### src/ddr2_init_defs.svh
`ifndef DDR2_INIT_DEFS_SVH
`define DDR2_INIT_DEFS_SVH

// clock and timing figures
`define CLK_MHZ            100
`define INIT_WAIT_US       200
`define CKE_WAIT_NS        400
`define DLL_LOCK_CLKS      200
`define REG_SET_GAP_CLKS   2
`define PRE_GAP_CLKS       4
`define REF_GAP_CLKS       32
`define REF_CMDS           2

// command codes {cs_n, ras_n, cas_n, we_n}
`define CMD_NOP            4'h7
`define CMD_PRE            4'h2
`define CMD_REF            4'h1
`define CMD_MRS            4'h0

// bank codes of the register-set targets
`define BA_MAIN            2'h0
`define BA_EXT1            2'h1
`define BA_EXT2            2'h2
`define BA_EXT3            2'h3

// address images
`define ADDR_ZERO          13'h0000
`define PRE_ALL_ADDR       13'h0400
`define MR_OPER_MASK       13'h1e7f
`define MR_DLL_RESET       13'h0100
`define EXT1_OPER_MASK     13'h1c7e
`define EXT1_CAL_DEFAULT   13'h0380
`define EXT2_OPER_MASK     13'h0087

// main register fields
`define MR_BURST_F         2:0
`define MR_ORDER_B         3
`define MR_CL_F            6:4
`define MR_TEST_B          7
`define MR_DLLRST_B        8
`define MR_WR_F            11:9
`define MR_PWRDN_B         12

// first extended register fields
`define EX1_DLL_DIS_B      0
`define EX1_HALF_B         1
`define EX1_RTT_LO_B       2
`define EX1_ADDLAT_F       5:3
`define EX1_RTT_HI_B       6
`define EX1_CAL_F          9:7
`define EX1_STROBE_N_B     10

// second extended register fields
`define EX2_PAR_F          2:0
`define EX2_HOT_B          7

// burst length and latency codes
`define BURST_CODE_4       3'h2
`define BURST_CODE_8       3'h3
`define BURST_BEATS_4      4'h4
`define BURST_BEATS_8      4'h8
`define CL_MIN_CODE        3'h3
`define CL_MAX_CODE        3'h6

// register file of the controller, byte offsets
`define OFS_CTRL           8'h00
`define OFS_STATUS         8'h04
`define OFS_MR_CFG         8'h08
`define OFS_EXT1_CFG       8'h0c
`define OFS_EXT2_CFG       8'h10
`define CTRL_START_B       0

// reset values of the operating images: 4 beats, CL 3, WR 2
`define MR_CFG_RST         13'h0232
`define EXT1_CFG_RST       13'h0000
`define EXT2_CFG_RST       13'h0000

`endif

### src/ddr2_init_pkg.sv
package ddr2_init_pkg;

  typedef enum logic [3:0] {
    IDLE        = 4'b0000,
    PWR_WAIT    = 4'b0001,
    PRE_A       = 4'b0010,
    LD_EXT2     = 4'b0011,
    LD_EXT3     = 4'b0100,
    LD_EXT1     = 4'b0101,
    LD_MR_RST   = 4'b0110,
    PRE_B       = 4'b0111,
    AUTO_REF    = 4'b1000,
    LD_MR_OP    = 4'b1001,
    LD_CAL_DEF  = 4'b1010,
    LD_CAL_EXIT = 4'b1011,
    READY       = 4'b1100
  } init_state_t;

endpackage : ddr2_init_pkg

### src/ddr2_cmd_if.sv
interface ddr2_cmd_if;
  logic        cke;
  logic        cs_n;
  logic        ras_n;
  logic        cas_n;
  logic        we_n;
  logic [1:0]  ba;
  logic [12:0] addr;

  modport ctrl (output cke, cs_n, ras_n, cas_n, we_n, ba, addr);
  modport mem  (input  cke, cs_n, ras_n, cas_n, we_n, ba, addr);
endinterface : ddr2_cmd_if

### src/ddr2_init_ctrl.sv
// The Wishbone slave port and the register addresses were decided locally.
`include "ddr2_init_defs.svh"

// How it works
// - wait 200us, then NOP and raise clock enable
// - 400ns of NOPs, then precharge all
// - program second, then third extended register
// - first extended register, loop enabled
// - main register with loop reset set
// - precharge all, then two or more refreshes
// - main register again, loop reset clear
// - calibration step 200 clocks after loop reset
// - driver default, then calibration exit writes
// - device takes register write on all-low command
// - banks precharged, clock enable high, spacing kept
// - burst length codes four and eight beats
// - burst order sequential or interleaved
// - read latency field programmed by software
// - test and loop reset bits zero normally
// - bank bits pick the target register
// - power-down exit fast or slow select
// - write recovery field taken from software
// - first extended register field layout
// - loop off in self-refresh, on after
// - 200 clocks after loop reset before reads
// - second extended register reserved bits zero

module ddr2_init_ctrl #(
  parameter int unsigned INIT_WAIT_CYC = `INIT_WAIT_US * `CLK_MHZ,
  parameter int unsigned CKE_WAIT_CYC  = (`CKE_WAIT_NS * `CLK_MHZ + 999) / 1000,
  parameter int unsigned MRD_CYC       = `REG_SET_GAP_CLKS,
  parameter int unsigned RP_CYC        = `PRE_GAP_CLKS,
  parameter int unsigned RFC_CYC       = `REF_GAP_CLKS,
  parameter int unsigned REF_COUNT     = `REF_CMDS,
  parameter int unsigned DLL_LOCK_CYC  = `DLL_LOCK_CLKS
) (
  // system
  input  wire logic        clk_i,
  input  wire logic        rst_i,
  // wishbone slave
  input  wire logic        wb_cyc_i,
  input  wire logic        wb_stb_i,
  input  wire logic        wb_we_i,
  input  wire logic [7:0]  wb_adr_i,
  input  wire logic [3:0]  wb_sel_i,
  input  wire logic [31:0] wb_dat_i,
  output logic      [31:0] wb_dat_o,
  output logic             wb_ack_o,
  // command bus
  ddr2_cmd_if.ctrl         mem
);

  localparam int WAIT_W = $clog2(INIT_WAIT_CYC + 1);

  // byte-lane merge for a 13-bit register image
  function automatic logic [12:0] merge(input logic [12:0] old, input logic [31:0] dat,
                                        input logic [3:0] sel);
    merge = {sel[1] ? dat[12:8] : old[12:8], sel[0] ? dat[7:0] : old[7:0]};
  endfunction : merge

  ddr2_init_pkg::init_state_t state_r;
  ddr2_init_pkg::init_state_t state_nxt;
  logic [WAIT_W-1:0] wait_r;
  logic [WAIT_W-1:0] wait_nxt;
  logic [7:0]        dll_r;
  logic [7:0]        dll_nxt;
  logic [3:0]        ref_r;
  logic [3:0]        ref_nxt;
  logic [3:0]        cmd_r;
  logic [3:0]        cmd_nxt;
  logic [1:0]        ba_r;
  logic [1:0]        ba_nxt;
  logic [12:0]       addr_r;
  logic [12:0]       addr_nxt;
  logic              cke_r;
  logic              cke_nxt;
  logic [12:0]       mr_cfg_r;
  logic [12:0]       ext1_cfg_r;
  logic [12:0]       ext2_cfg_r;

  ////////////////////////////////////////////////////////////////////////
  // register access

  wire        wb_req   = wb_cyc_i & wb_stb_i & ~wb_ack_o;
  wire        wb_wr    = wb_cyc_i & wb_stb_i & wb_we_i & wb_ack_o;  // lands at the ack edge
  wire        sel_ctrl = (wb_adr_i == `OFS_CTRL);
  wire        sel_stat = (wb_adr_i == `OFS_STATUS);
  wire        sel_mr   = (wb_adr_i == `OFS_MR_CFG);
  wire        sel_ext1 = (wb_adr_i == `OFS_EXT1_CFG);
  wire        sel_ext2 = (wb_adr_i == `OFS_EXT2_CFG);
  wire        idle_now = (state_r == ddr2_init_pkg::IDLE) | (state_r == ddr2_init_pkg::READY);
  wire        busy     = ~idle_now;
  wire        ready    = (state_r == ddr2_init_pkg::READY);
  // start is ignored while a sequence runs
  wire        start    = wb_wr & sel_ctrl & wb_sel_i[0] & wb_dat_i[`CTRL_START_B] & idle_now;
  wire [31:0] status   = {24'h00_0000, 4'(state_r), 2'h0, ready, busy};
  wire [31:0] rd_data  = sel_stat ? status :
                         sel_mr   ? {19'h0_0000, mr_cfg_r} :
                         sel_ext1 ? {19'h0_0000, ext1_cfg_r} :
                         sel_ext2 ? {19'h0_0000, ext2_cfg_r} : 32'h0000_0000;

  always_ff @(posedge clk_i) begin
    if (rst_i) begin
      wb_ack_o <= 1'b0;
      wb_dat_o <= 32'h0000_0000;
    end else begin
      wb_ack_o <= wb_req;
      wb_dat_o <= wb_req ? rd_data : wb_dat_o;
    end
  end

  // images may change mid-sequence; each write takes the value current then
  always_ff @(posedge clk_i) begin
    if (rst_i) begin
      mr_cfg_r   <= `MR_CFG_RST;
      ext1_cfg_r <= `EXT1_CFG_RST;
      ext2_cfg_r <= `EXT2_CFG_RST;
    end else if (wb_wr) begin
      if (sel_mr) mr_cfg_r <= merge(mr_cfg_r, wb_dat_i, wb_sel_i);
      if (sel_ext1) ext1_cfg_r <= merge(ext1_cfg_r, wb_dat_i, wb_sel_i);
      if (sel_ext2) ext2_cfg_r <= merge(ext2_cfg_r, wb_dat_i, wb_sel_i);
    end
  end

  ////////////////////////////////////////////////////////////////////////
  // register images sent to the memory

  wire [12:0] mr_oper   = mr_cfg_r & `MR_OPER_MASK;
  wire [12:0] mr_reset  = mr_oper | `MR_DLL_RESET;
  wire [12:0] ext1_oper = ext1_cfg_r & `EXT1_OPER_MASK;
  wire [12:0] ext1_def  = ext1_oper | `EXT1_CAL_DEFAULT;
  wire [12:0] ext2_oper = ext2_cfg_r & `EXT2_OPER_MASK;
  wire        gap_done  = (wait_r == {WAIT_W{1'b0}});
  wire        dll_done  = (dll_r == 8'h00);

  ////////////////////////////////////////////////////////////////////////
  // init sequencer

  always_comb begin
    state_nxt = state_r;
    wait_nxt  = gap_done ? wait_r : wait_r - WAIT_W'(1);
    dll_nxt   = dll_done ? dll_r : dll_r - 8'h01;
    ref_nxt   = ref_r;
    cmd_nxt   = `CMD_NOP;
    ba_nxt    = `BA_MAIN;
    addr_nxt  = `ADDR_ZERO;
    cke_nxt   = cke_r;
    unique case (state_r)
      ddr2_init_pkg::IDLE, ddr2_init_pkg::READY: begin
        if (start) begin
          state_nxt = ddr2_init_pkg::PWR_WAIT;
          wait_nxt  = WAIT_W'(INIT_WAIT_CYC - 1);
          cke_nxt   = 1'b0;
        end
      end
      ddr2_init_pkg::PWR_WAIT: begin
        if (gap_done) begin
          cke_nxt   = 1'b1;
          wait_nxt  = WAIT_W'(CKE_WAIT_CYC - 1);
          state_nxt = ddr2_init_pkg::PRE_A;
        end
      end
      ddr2_init_pkg::PRE_A: begin
        if (gap_done) begin
          cmd_nxt   = `CMD_PRE;
          addr_nxt  = `PRE_ALL_ADDR;
          wait_nxt  = WAIT_W'(RP_CYC - 1);
          state_nxt = ddr2_init_pkg::LD_EXT2;
        end
      end
      ddr2_init_pkg::LD_EXT2: begin
        if (gap_done) begin
          cmd_nxt   = `CMD_MRS;
          ba_nxt    = `BA_EXT2;
          addr_nxt  = ext2_oper;
          wait_nxt  = WAIT_W'(MRD_CYC - 1);
          state_nxt = ddr2_init_pkg::LD_EXT3;
        end
      end
      ddr2_init_pkg::LD_EXT3: begin
        if (gap_done) begin
          cmd_nxt   = `CMD_MRS;
          ba_nxt    = `BA_EXT3;
          wait_nxt  = WAIT_W'(MRD_CYC - 1);
          state_nxt = ddr2_init_pkg::LD_EXT1;
        end
      end
      ddr2_init_pkg::LD_EXT1: begin
        if (gap_done) begin
          cmd_nxt   = `CMD_MRS;
          ba_nxt    = `BA_EXT1;
          addr_nxt  = ext1_oper;
          wait_nxt  = WAIT_W'(MRD_CYC - 1);
          state_nxt = ddr2_init_pkg::LD_MR_RST;
        end
      end
      ddr2_init_pkg::LD_MR_RST: begin
        if (gap_done) begin
          cmd_nxt   = `CMD_MRS;
          addr_nxt  = mr_reset;
          wait_nxt  = WAIT_W'(MRD_CYC - 1);
          dll_nxt   = 8'(DLL_LOCK_CYC - 1);
          state_nxt = ddr2_init_pkg::PRE_B;
        end
      end
      ddr2_init_pkg::PRE_B: begin
        if (gap_done) begin
          cmd_nxt   = `CMD_PRE;
          addr_nxt  = `PRE_ALL_ADDR;
          wait_nxt  = WAIT_W'(RP_CYC - 1);
          ref_nxt   = 4'h0;
          state_nxt = ddr2_init_pkg::AUTO_REF;
        end
      end
      ddr2_init_pkg::AUTO_REF: begin
        if (gap_done) begin
          cmd_nxt  = `CMD_REF;
          wait_nxt = WAIT_W'(RFC_CYC - 1);
          ref_nxt  = ref_r + 4'h1;
          if (ref_r == 4'(REF_COUNT - 1)) state_nxt = ddr2_init_pkg::LD_MR_OP;
        end
      end
      ddr2_init_pkg::LD_MR_OP: begin
        if (gap_done) begin
          cmd_nxt   = `CMD_MRS;
          addr_nxt  = mr_oper;
          wait_nxt  = WAIT_W'(MRD_CYC - 1);
          state_nxt = ddr2_init_pkg::LD_CAL_DEF;
        end
      end
      ddr2_init_pkg::LD_CAL_DEF: begin
        if (gap_done && dll_done) begin
          cmd_nxt   = `CMD_MRS;
          ba_nxt    = `BA_EXT1;
          addr_nxt  = ext1_def;
          wait_nxt  = WAIT_W'(MRD_CYC - 1);
          state_nxt = ddr2_init_pkg::LD_CAL_EXIT;
        end
      end
      ddr2_init_pkg::LD_CAL_EXIT: begin
        if (gap_done) begin
          cmd_nxt   = `CMD_MRS;
          ba_nxt    = `BA_EXT1;
          addr_nxt  = ext1_oper;
          wait_nxt  = WAIT_W'(MRD_CYC - 1);
          state_nxt = ddr2_init_pkg::READY;
        end
      end
      default: begin
        state_nxt = ddr2_init_pkg::IDLE;
      end
    endcase
  end

  always_ff @(posedge clk_i) begin
    if (rst_i) begin
      state_r <= ddr2_init_pkg::IDLE;
      wait_r  <= {WAIT_W{1'b0}};
      dll_r   <= 8'h00;
      ref_r   <= 4'h0;
      cmd_r   <= `CMD_NOP;
      ba_r    <= `BA_MAIN;
      addr_r  <= `ADDR_ZERO;
      cke_r   <= 1'b0;
    end else begin
      state_r <= state_nxt;
      wait_r  <= wait_nxt;
      dll_r   <= dll_nxt;
      ref_r   <= ref_nxt;
      cmd_r   <= cmd_nxt;
      ba_r    <= ba_nxt;
      addr_r  <= addr_nxt;
      cke_r   <= cke_nxt;
    end
  end

  assign mem.cke   = cke_r;
  assign mem.cs_n  = cmd_r[3];
  assign mem.ras_n = cmd_r[2];
  assign mem.cas_n = cmd_r[1];
  assign mem.we_n  = cmd_r[0];
  assign mem.ba    = ba_r;
  assign mem.addr  = addr_r;

endmodule : ddr2_init_ctrl

### src/flat_wrapper.sv
// flat-port wrapper written by rule: the top's interface ports become plain ports
module ddr2_init_ctrl_flat 
#(
  parameter int unsigned INIT_WAIT_CYC = `INIT_WAIT_US * `CLK_MHZ,
  parameter int unsigned CKE_WAIT_CYC  = (`CKE_WAIT_NS * `CLK_MHZ + 999) / 1000,
  parameter int unsigned MRD_CYC       = `REG_SET_GAP_CLKS,
  parameter int unsigned RP_CYC        = `PRE_GAP_CLKS,
  parameter int unsigned RFC_CYC       = `REF_GAP_CLKS,
  parameter int unsigned REF_COUNT     = `REF_CMDS,
  parameter int unsigned DLL_LOCK_CYC  = `DLL_LOCK_CLKS
)
  (clk_i, rst_i, wb_cyc_i, wb_stb_i, wb_we_i, wb_adr_i, wb_sel_i, wb_dat_i, wb_dat_o, wb_ack_o, mem_cke, mem_cs_n, mem_ras_n, mem_cas_n, mem_we_n, mem_ba, mem_addr);
  ddr2_cmd_if mem_i ();
  input  wire logic clk_i;
  input  wire logic rst_i;
  input  wire logic wb_cyc_i;
  input  wire logic wb_stb_i;
  input  wire logic wb_we_i;
  input  wire logic [7:0] wb_adr_i;
  input  wire logic [3:0] wb_sel_i;
  input  wire logic [31:0] wb_dat_i;
  output logic      [31:0] wb_dat_o;
  output logic wb_ack_o;
  output wire logic [$bits(mem_i.cke)-1:0] mem_cke;
  output wire logic [$bits(mem_i.cs_n)-1:0] mem_cs_n;
  output wire logic [$bits(mem_i.ras_n)-1:0] mem_ras_n;
  output wire logic [$bits(mem_i.cas_n)-1:0] mem_cas_n;
  output wire logic [$bits(mem_i.we_n)-1:0] mem_we_n;
  output wire logic [$bits(mem_i.ba)-1:0] mem_ba;
  output wire logic [$bits(mem_i.addr)-1:0] mem_addr;
  assign mem_cke = mem_i.cke;
  assign mem_cs_n = mem_i.cs_n;
  assign mem_ras_n = mem_i.ras_n;
  assign mem_cas_n = mem_i.cas_n;
  assign mem_we_n = mem_i.we_n;
  assign mem_ba = mem_i.ba;
  assign mem_addr = mem_i.addr;
  ddr2_init_ctrl #(.INIT_WAIT_CYC(INIT_WAIT_CYC), .CKE_WAIT_CYC(CKE_WAIT_CYC), .MRD_CYC(MRD_CYC), .RP_CYC(RP_CYC), .RFC_CYC(RFC_CYC), .REF_COUNT(REF_COUNT), .DLL_LOCK_CYC(DLL_LOCK_CYC)) u_core (.clk_i(clk_i), .rst_i(rst_i), .wb_cyc_i(wb_cyc_i), .wb_stb_i(wb_stb_i), .wb_we_i(wb_we_i), .wb_adr_i(wb_adr_i), .wb_sel_i(wb_sel_i), .wb_dat_i(wb_dat_i), .wb_dat_o(wb_dat_o), .wb_ack_o(wb_ack_o), .mem(mem_i));
endmodule
### config.mk
export PLATFORM = sky130hd
export DESIGN_NAME = ddr2_init_ctrl_flat
export DESIGN_NICKNAME = d
export VERILOG_FILES = /design/src/ddr2_init_pkg.sv /design/src/ddr2_cmd_if.sv /design/src/ddr2_init_ctrl.sv /design/src/flat_wrapper.sv
export VERILOG_INCLUDE_DIRS = /design/src
export SDC_FILE = /design/constraint.sdc
export NUM_CORES = 1
export LEC_CHECK = 0
export ABC_AREA = 1
export BUFFER_PORTS_ARGS = -buffer_cell sky130_fd_sc_hd__buf_2
export CAP_MARGIN = 20
export CELL_PAD_IN_SITES_DETAIL_PLACEMENT = 1
export CELL_PAD_IN_SITES_GLOBAL_PLACEMENT = 2
export CORE_UTILIZATION = 28
export CTS_CLUSTER_DIAMETER = 150
export DETAILED_ROUTE_END_ITERATION = 16
export GPL_TIMING_DRIVEN = 1
export PLACE_DENSITY = 0.74
export SLEW_MARGIN = 20
export SYNTH_ARGS = -nofsm -noshare
export SYNTH_HDL_FRONTEND = slang
export SYNTH_SLANG_ARGS = --single-unit
### constraint.sdc
create_clock -name clk_i -period 1.8 [get_ports clk_i]
set_input_delay 0.54 -clock clk_i [delete_from_list [all_inputs] [get_ports clk_i]]
set_output_delay 0.54 -clock clk_i [all_outputs]
set_load 0.02 [all_outputs]
==> impl_metrics.ini <==
[cells_and_area]
syn_to_final_growth_pct = 31.8
nNetsFinal = 945
number_of_fillers_in_the_final_layout = 2280
insertedDiodeCount = 0
drive_gt1_share_pct = 28.4
finish.instance_area_sq_mm = 0.00695

[timing]
highest_attainable_clock_frequency_mhz = 592
timing_hold_violations_final = 0
grt_setup_unrepaired = true
fin_crit_ps = 1690
period_share_pct = 93.8
report.final.setup_viol = 0
post_route_setup_slack_ps = 112
fin_hold_ws_ps = 410
timing.final.max_slew_violations = 0
finalClockSkew_ps = 11.2

[synth]
dominantRegCellSynth = sky130_fd_sc_hd__dfxtp_1
ys_async_sr_fraction_pct = 0
netlist.area_leader.share_pct = 39.1
synth_sequential_area_ratio_pct = 39.1
post_synth_edffs = 0
yosys_warns = 0
average_cell_area_after_synthesis_sq_um = 7.15
most_area_consuming_cells_after_synthesis = sky130_fd_sc_hd__dfxtp_1, sky130_fd_sc_hd__nand2_1, sky130_fd_sc_hd__nor2_1, sky130_fd_sc_hd__inv_1, sky130_fd_sc_hd__a21oi_1
synth_cells = 737
synth_area_leader_cell = sky130_fd_sc_hd__dfxtp_1
post_synth_instance_area_sq_mm = 0.00527
ys_types = 43
synth_seq_cells = 103

[outcome]
failed_checks = DRC
result_of_the_run = finished with violations

[detailed_routing]
routedWlPerCell_microns = 15.5
drt_first_pass_iters = 10
final_antenna_net_count = 0
drc = 1
routed_wl_mm = 17.3
avgViaCountPerCell = 4.63
dr_total_vias = 5180
initialDrtViolationCount = 210

[floorplan]
fp.dieH_microns = 139
core-area_sq_mm = 0.0182
top_level_ports = 102
row_count = 49
dieWidth_microns = 139
die_area_sq_mm = 0.0194
effective_utilization_at_floorplan_pct = 29.0

[clock_tree]
sink_count = 103
cts-root-to-sink-buffers = 2
tritoncts_clock_tree = yes
root_buffer = sky130_fd_sc_hd__clkbuf_16
path_clk_slew_ps = 80
cts_max_level = 3
numCtsBuffers = 9
clk-insertion-delay-late_ps = 360

[setup_path]
rrSetupSlack_ps = 110
timing.setup.critical_path_class = reg2reg
setup.worst_path.end_class = flop
required_ps = 2050
crit_path_start_kind = flop
timing.rr.end = u_core.wait_r[13]
critical_path.max_fanout = 5
crit-reg2reg-launch = u_core.state_r[3]
reg2regPathDepth = 13
crit_arrival_ps = 1940

[global_route]
first_global_vias = 5528
antenna_found_initial = 0
global_route.overflow_total = 0
total_routing_usage_reported_by_global_routing_pct = 18.4
grt_pass1_wl_mm = 28.3
grt_start_max_net_pins = 34

[power]
power-per-cell-area_mw_per_mm2 = 1330
worst_voltage_drop_across_the_vdd_grid_uv = 536
switching_share_pct = 41.0
power.switching_uw = 3780
clkPwrFrac_pct = 21.9
power.combinational.fraction_pct = 47.6
power.static_leakage_uw = 0.00337
power.internal_uw = 5460
p_seq_share_pct = 30.6

[min_path]
timing.hold.worst.class = in2reg
hold-path-endpoint = u_core.mr_cfg_r[5]
worst_hold_startpoint = wb_dat_i[5]
worstHoldPathCells = 3

[placed_design]
io_buffers = 60
place_ws_ps = -234
gp_routability_congestion = 0.847
post_dp_cell_area_sq_mm = 0.00643
hpwlAfterDp_mm = 13.3

[flow_run]
maxCapViolCount = 0
-- synth_stat cells (7+ instances only) --
cell type	instances
sky130_fd_sc_hd__a211oi_1	18
sky130_fd_sc_hd__a21oi_1	58
sky130_fd_sc_hd__buf_4	25
sky130_fd_sc_hd__clkbuf_1	7
sky130_fd_sc_hd__dfxtp_1	103
sky130_fd_sc_hd__ha_1	11
sky130_fd_sc_hd__inv_1	82
sky130_fd_sc_hd__nand2_1	162
sky130_fd_sc_hd__nand2_2	8
sky130_fd_sc_hd__nand3_1	36
sky130_fd_sc_hd__nor2_1	84
sky130_fd_sc_hd__nor2_2	11
sky130_fd_sc_hd__nor3_1	9
sky130_fd_sc_hd__o21ai_0	50
sky130_fd_sc_hd__xor2_1	10
-- logic make-up (layout without fill, tap and decap cells) --
family	after synthesis	count (layout)	share of synthesized area [%]
simple gates	329	329	27.9
compound gates	148	148	16.0
buf+inv	129	263	11.7
flops	103	103	39.1
xor+xnor	16	16	2.66
fa+ha+maj	11	11	2.61
other cells	1	20	0.0711
-- critical path, cell delays in order, from the launching register on --
cell and delay [ps]:
sky130_fd_sc_hd__dfxtp_4 390, sky130_fd_sc_hd__inv_4 60, sky130_fd_sc_hd__ha_4 170, sky130_fd_sc_hd__nand3_2 110, sky130_fd_sc_hd__buf_4 110, sky130_fd_sc_hd__nand2_1 60, sky130_fd_sc_hd__inv_1 50, sky130_fd_sc_hd__nand2_1 60
sky130_fd_sc_hd__nand2_2 100, sky130_fd_sc_hd__nand3_2 110, sky130_fd_sc_hd__nor2_4 110, sky130_fd_sc_hd__nand2_2 80, sky130_fd_sc_hd__nand2_4 110, sky130_fd_sc_hd__nor2_1 50
-- sequential cells by signal, summed over array words and instances, names as in the netlist --
register / count
u_core.ext2_cfg_r: 13
u_core.mem.ba: 2
u_core.wb_dat_o: 13
u_core.state_r: 4
u_core.mr_cfg_r: 13
u_core.mem.addr: 13
u_core.wait_r: 15
u_core.cmd_r: 3
u_core.dll_r: 8
u_core.mem.cke: 1
u_core.ref_r: 4
u_core.wb_ack_o: 1
u_core.ext1_cfg_r: 13
-- power by group through the flow --
stage          clock (uW)  sequential, uW  combinational, uW
2_1_floorplan           0            2830               2580
3_5_place_dp            0            2840               3970
5_1_grt              2160            2860               4910
4_1_cts              2070            2800               4110
6_report             2020            2820               4400
3_3_place_gp            0            2820               3840
-- timing repair --
action,CTS,global route
endpoints found under the hold margin,0,0
resized for setup,16,40
endpoints found under the setup margin,24,38
setup buffers,1,4
pin swaps,5,16
hold buffers,0,0
-- layout make-up --
| cell class | instances | area (sq um) | share of cell area, % |
|---|---|---|---|
| clock buffer | 10 | 239 | 3.44 |
| tap | 229 | 287 | 4.12 |
| multi-input combinational | 524 | 2830 | 40.7 |
| clock inverter | 6 | 63.8 | 0.918 |
| timing repair buffer | 158 | 1110 | 16.0 |
| sequential | 103 | 2070 | 29.8 |
| inverter | 89 | 342 | 4.92 |
-- layer usage --
metal / GRT usage (%) / wire length, microns
met2: 33.5 / 8780
met5: 0 / 0
met4: 4.74 / 197
met3: 3.34 / 420
met1: 22.1 / 7940
-- layout by cell type (no fill, tap or decap), drive strengths merged, types with 11 or more instances in the layout --
| cell | count |
|---|---|
| dfxtp | 103 |
| a21oi | 59 |
| o21ai | 56 |
| inv | 91 |
| nand3 | 36 |
| a211oi | 18 |
| buf | 158 |
| nor2 | 103 |
| conb | 20 |
| nand2 | 171 |
| ha | 11 |
-- worst max path at each step --
stage | slack [ps] | end | depth (start not counted) | from
after detailed placement | -230 | u_core.state_r[3] | 11 | wb_adr_i[0]
after global routing | -40 | u_core.state_r[1] | 11 | u_core.wait_r[2]
after floorplan | 150 | u_core.state_r[1] | 12 | u_core.state_r[2]
after global placement | -220 | u_core.state_r[1] | 11 | wb_adr_i[0]
after CTS | -20 | u_core.wait_r[13] | 13 | u_core.state_r[2]
final | 110 | u_core.wait_r[13] | 13 | u_core.state_r[3]
-- per-stage QoR --
| stage | std cells | power, uW | util (%) | setup TNS (ps) |
|---|---|---|---|---|
| after floorplan | 756 | 5410 | - | 0 |
| after global placement | 1098 | 6660 | 35.3 | -7280 |
| after detailed placement | 1098 | 6810 | 35.3 | -9220 |
| after CTS | 1115 | 8980 | 37.3 | -94.2 |
| after global routing | 1119 | 9940 | 38.2 | -155 |
| final | 1119 | 9240 | 38.2 | 0 |
Note: power is estimated with default switching activity, not from simulation.
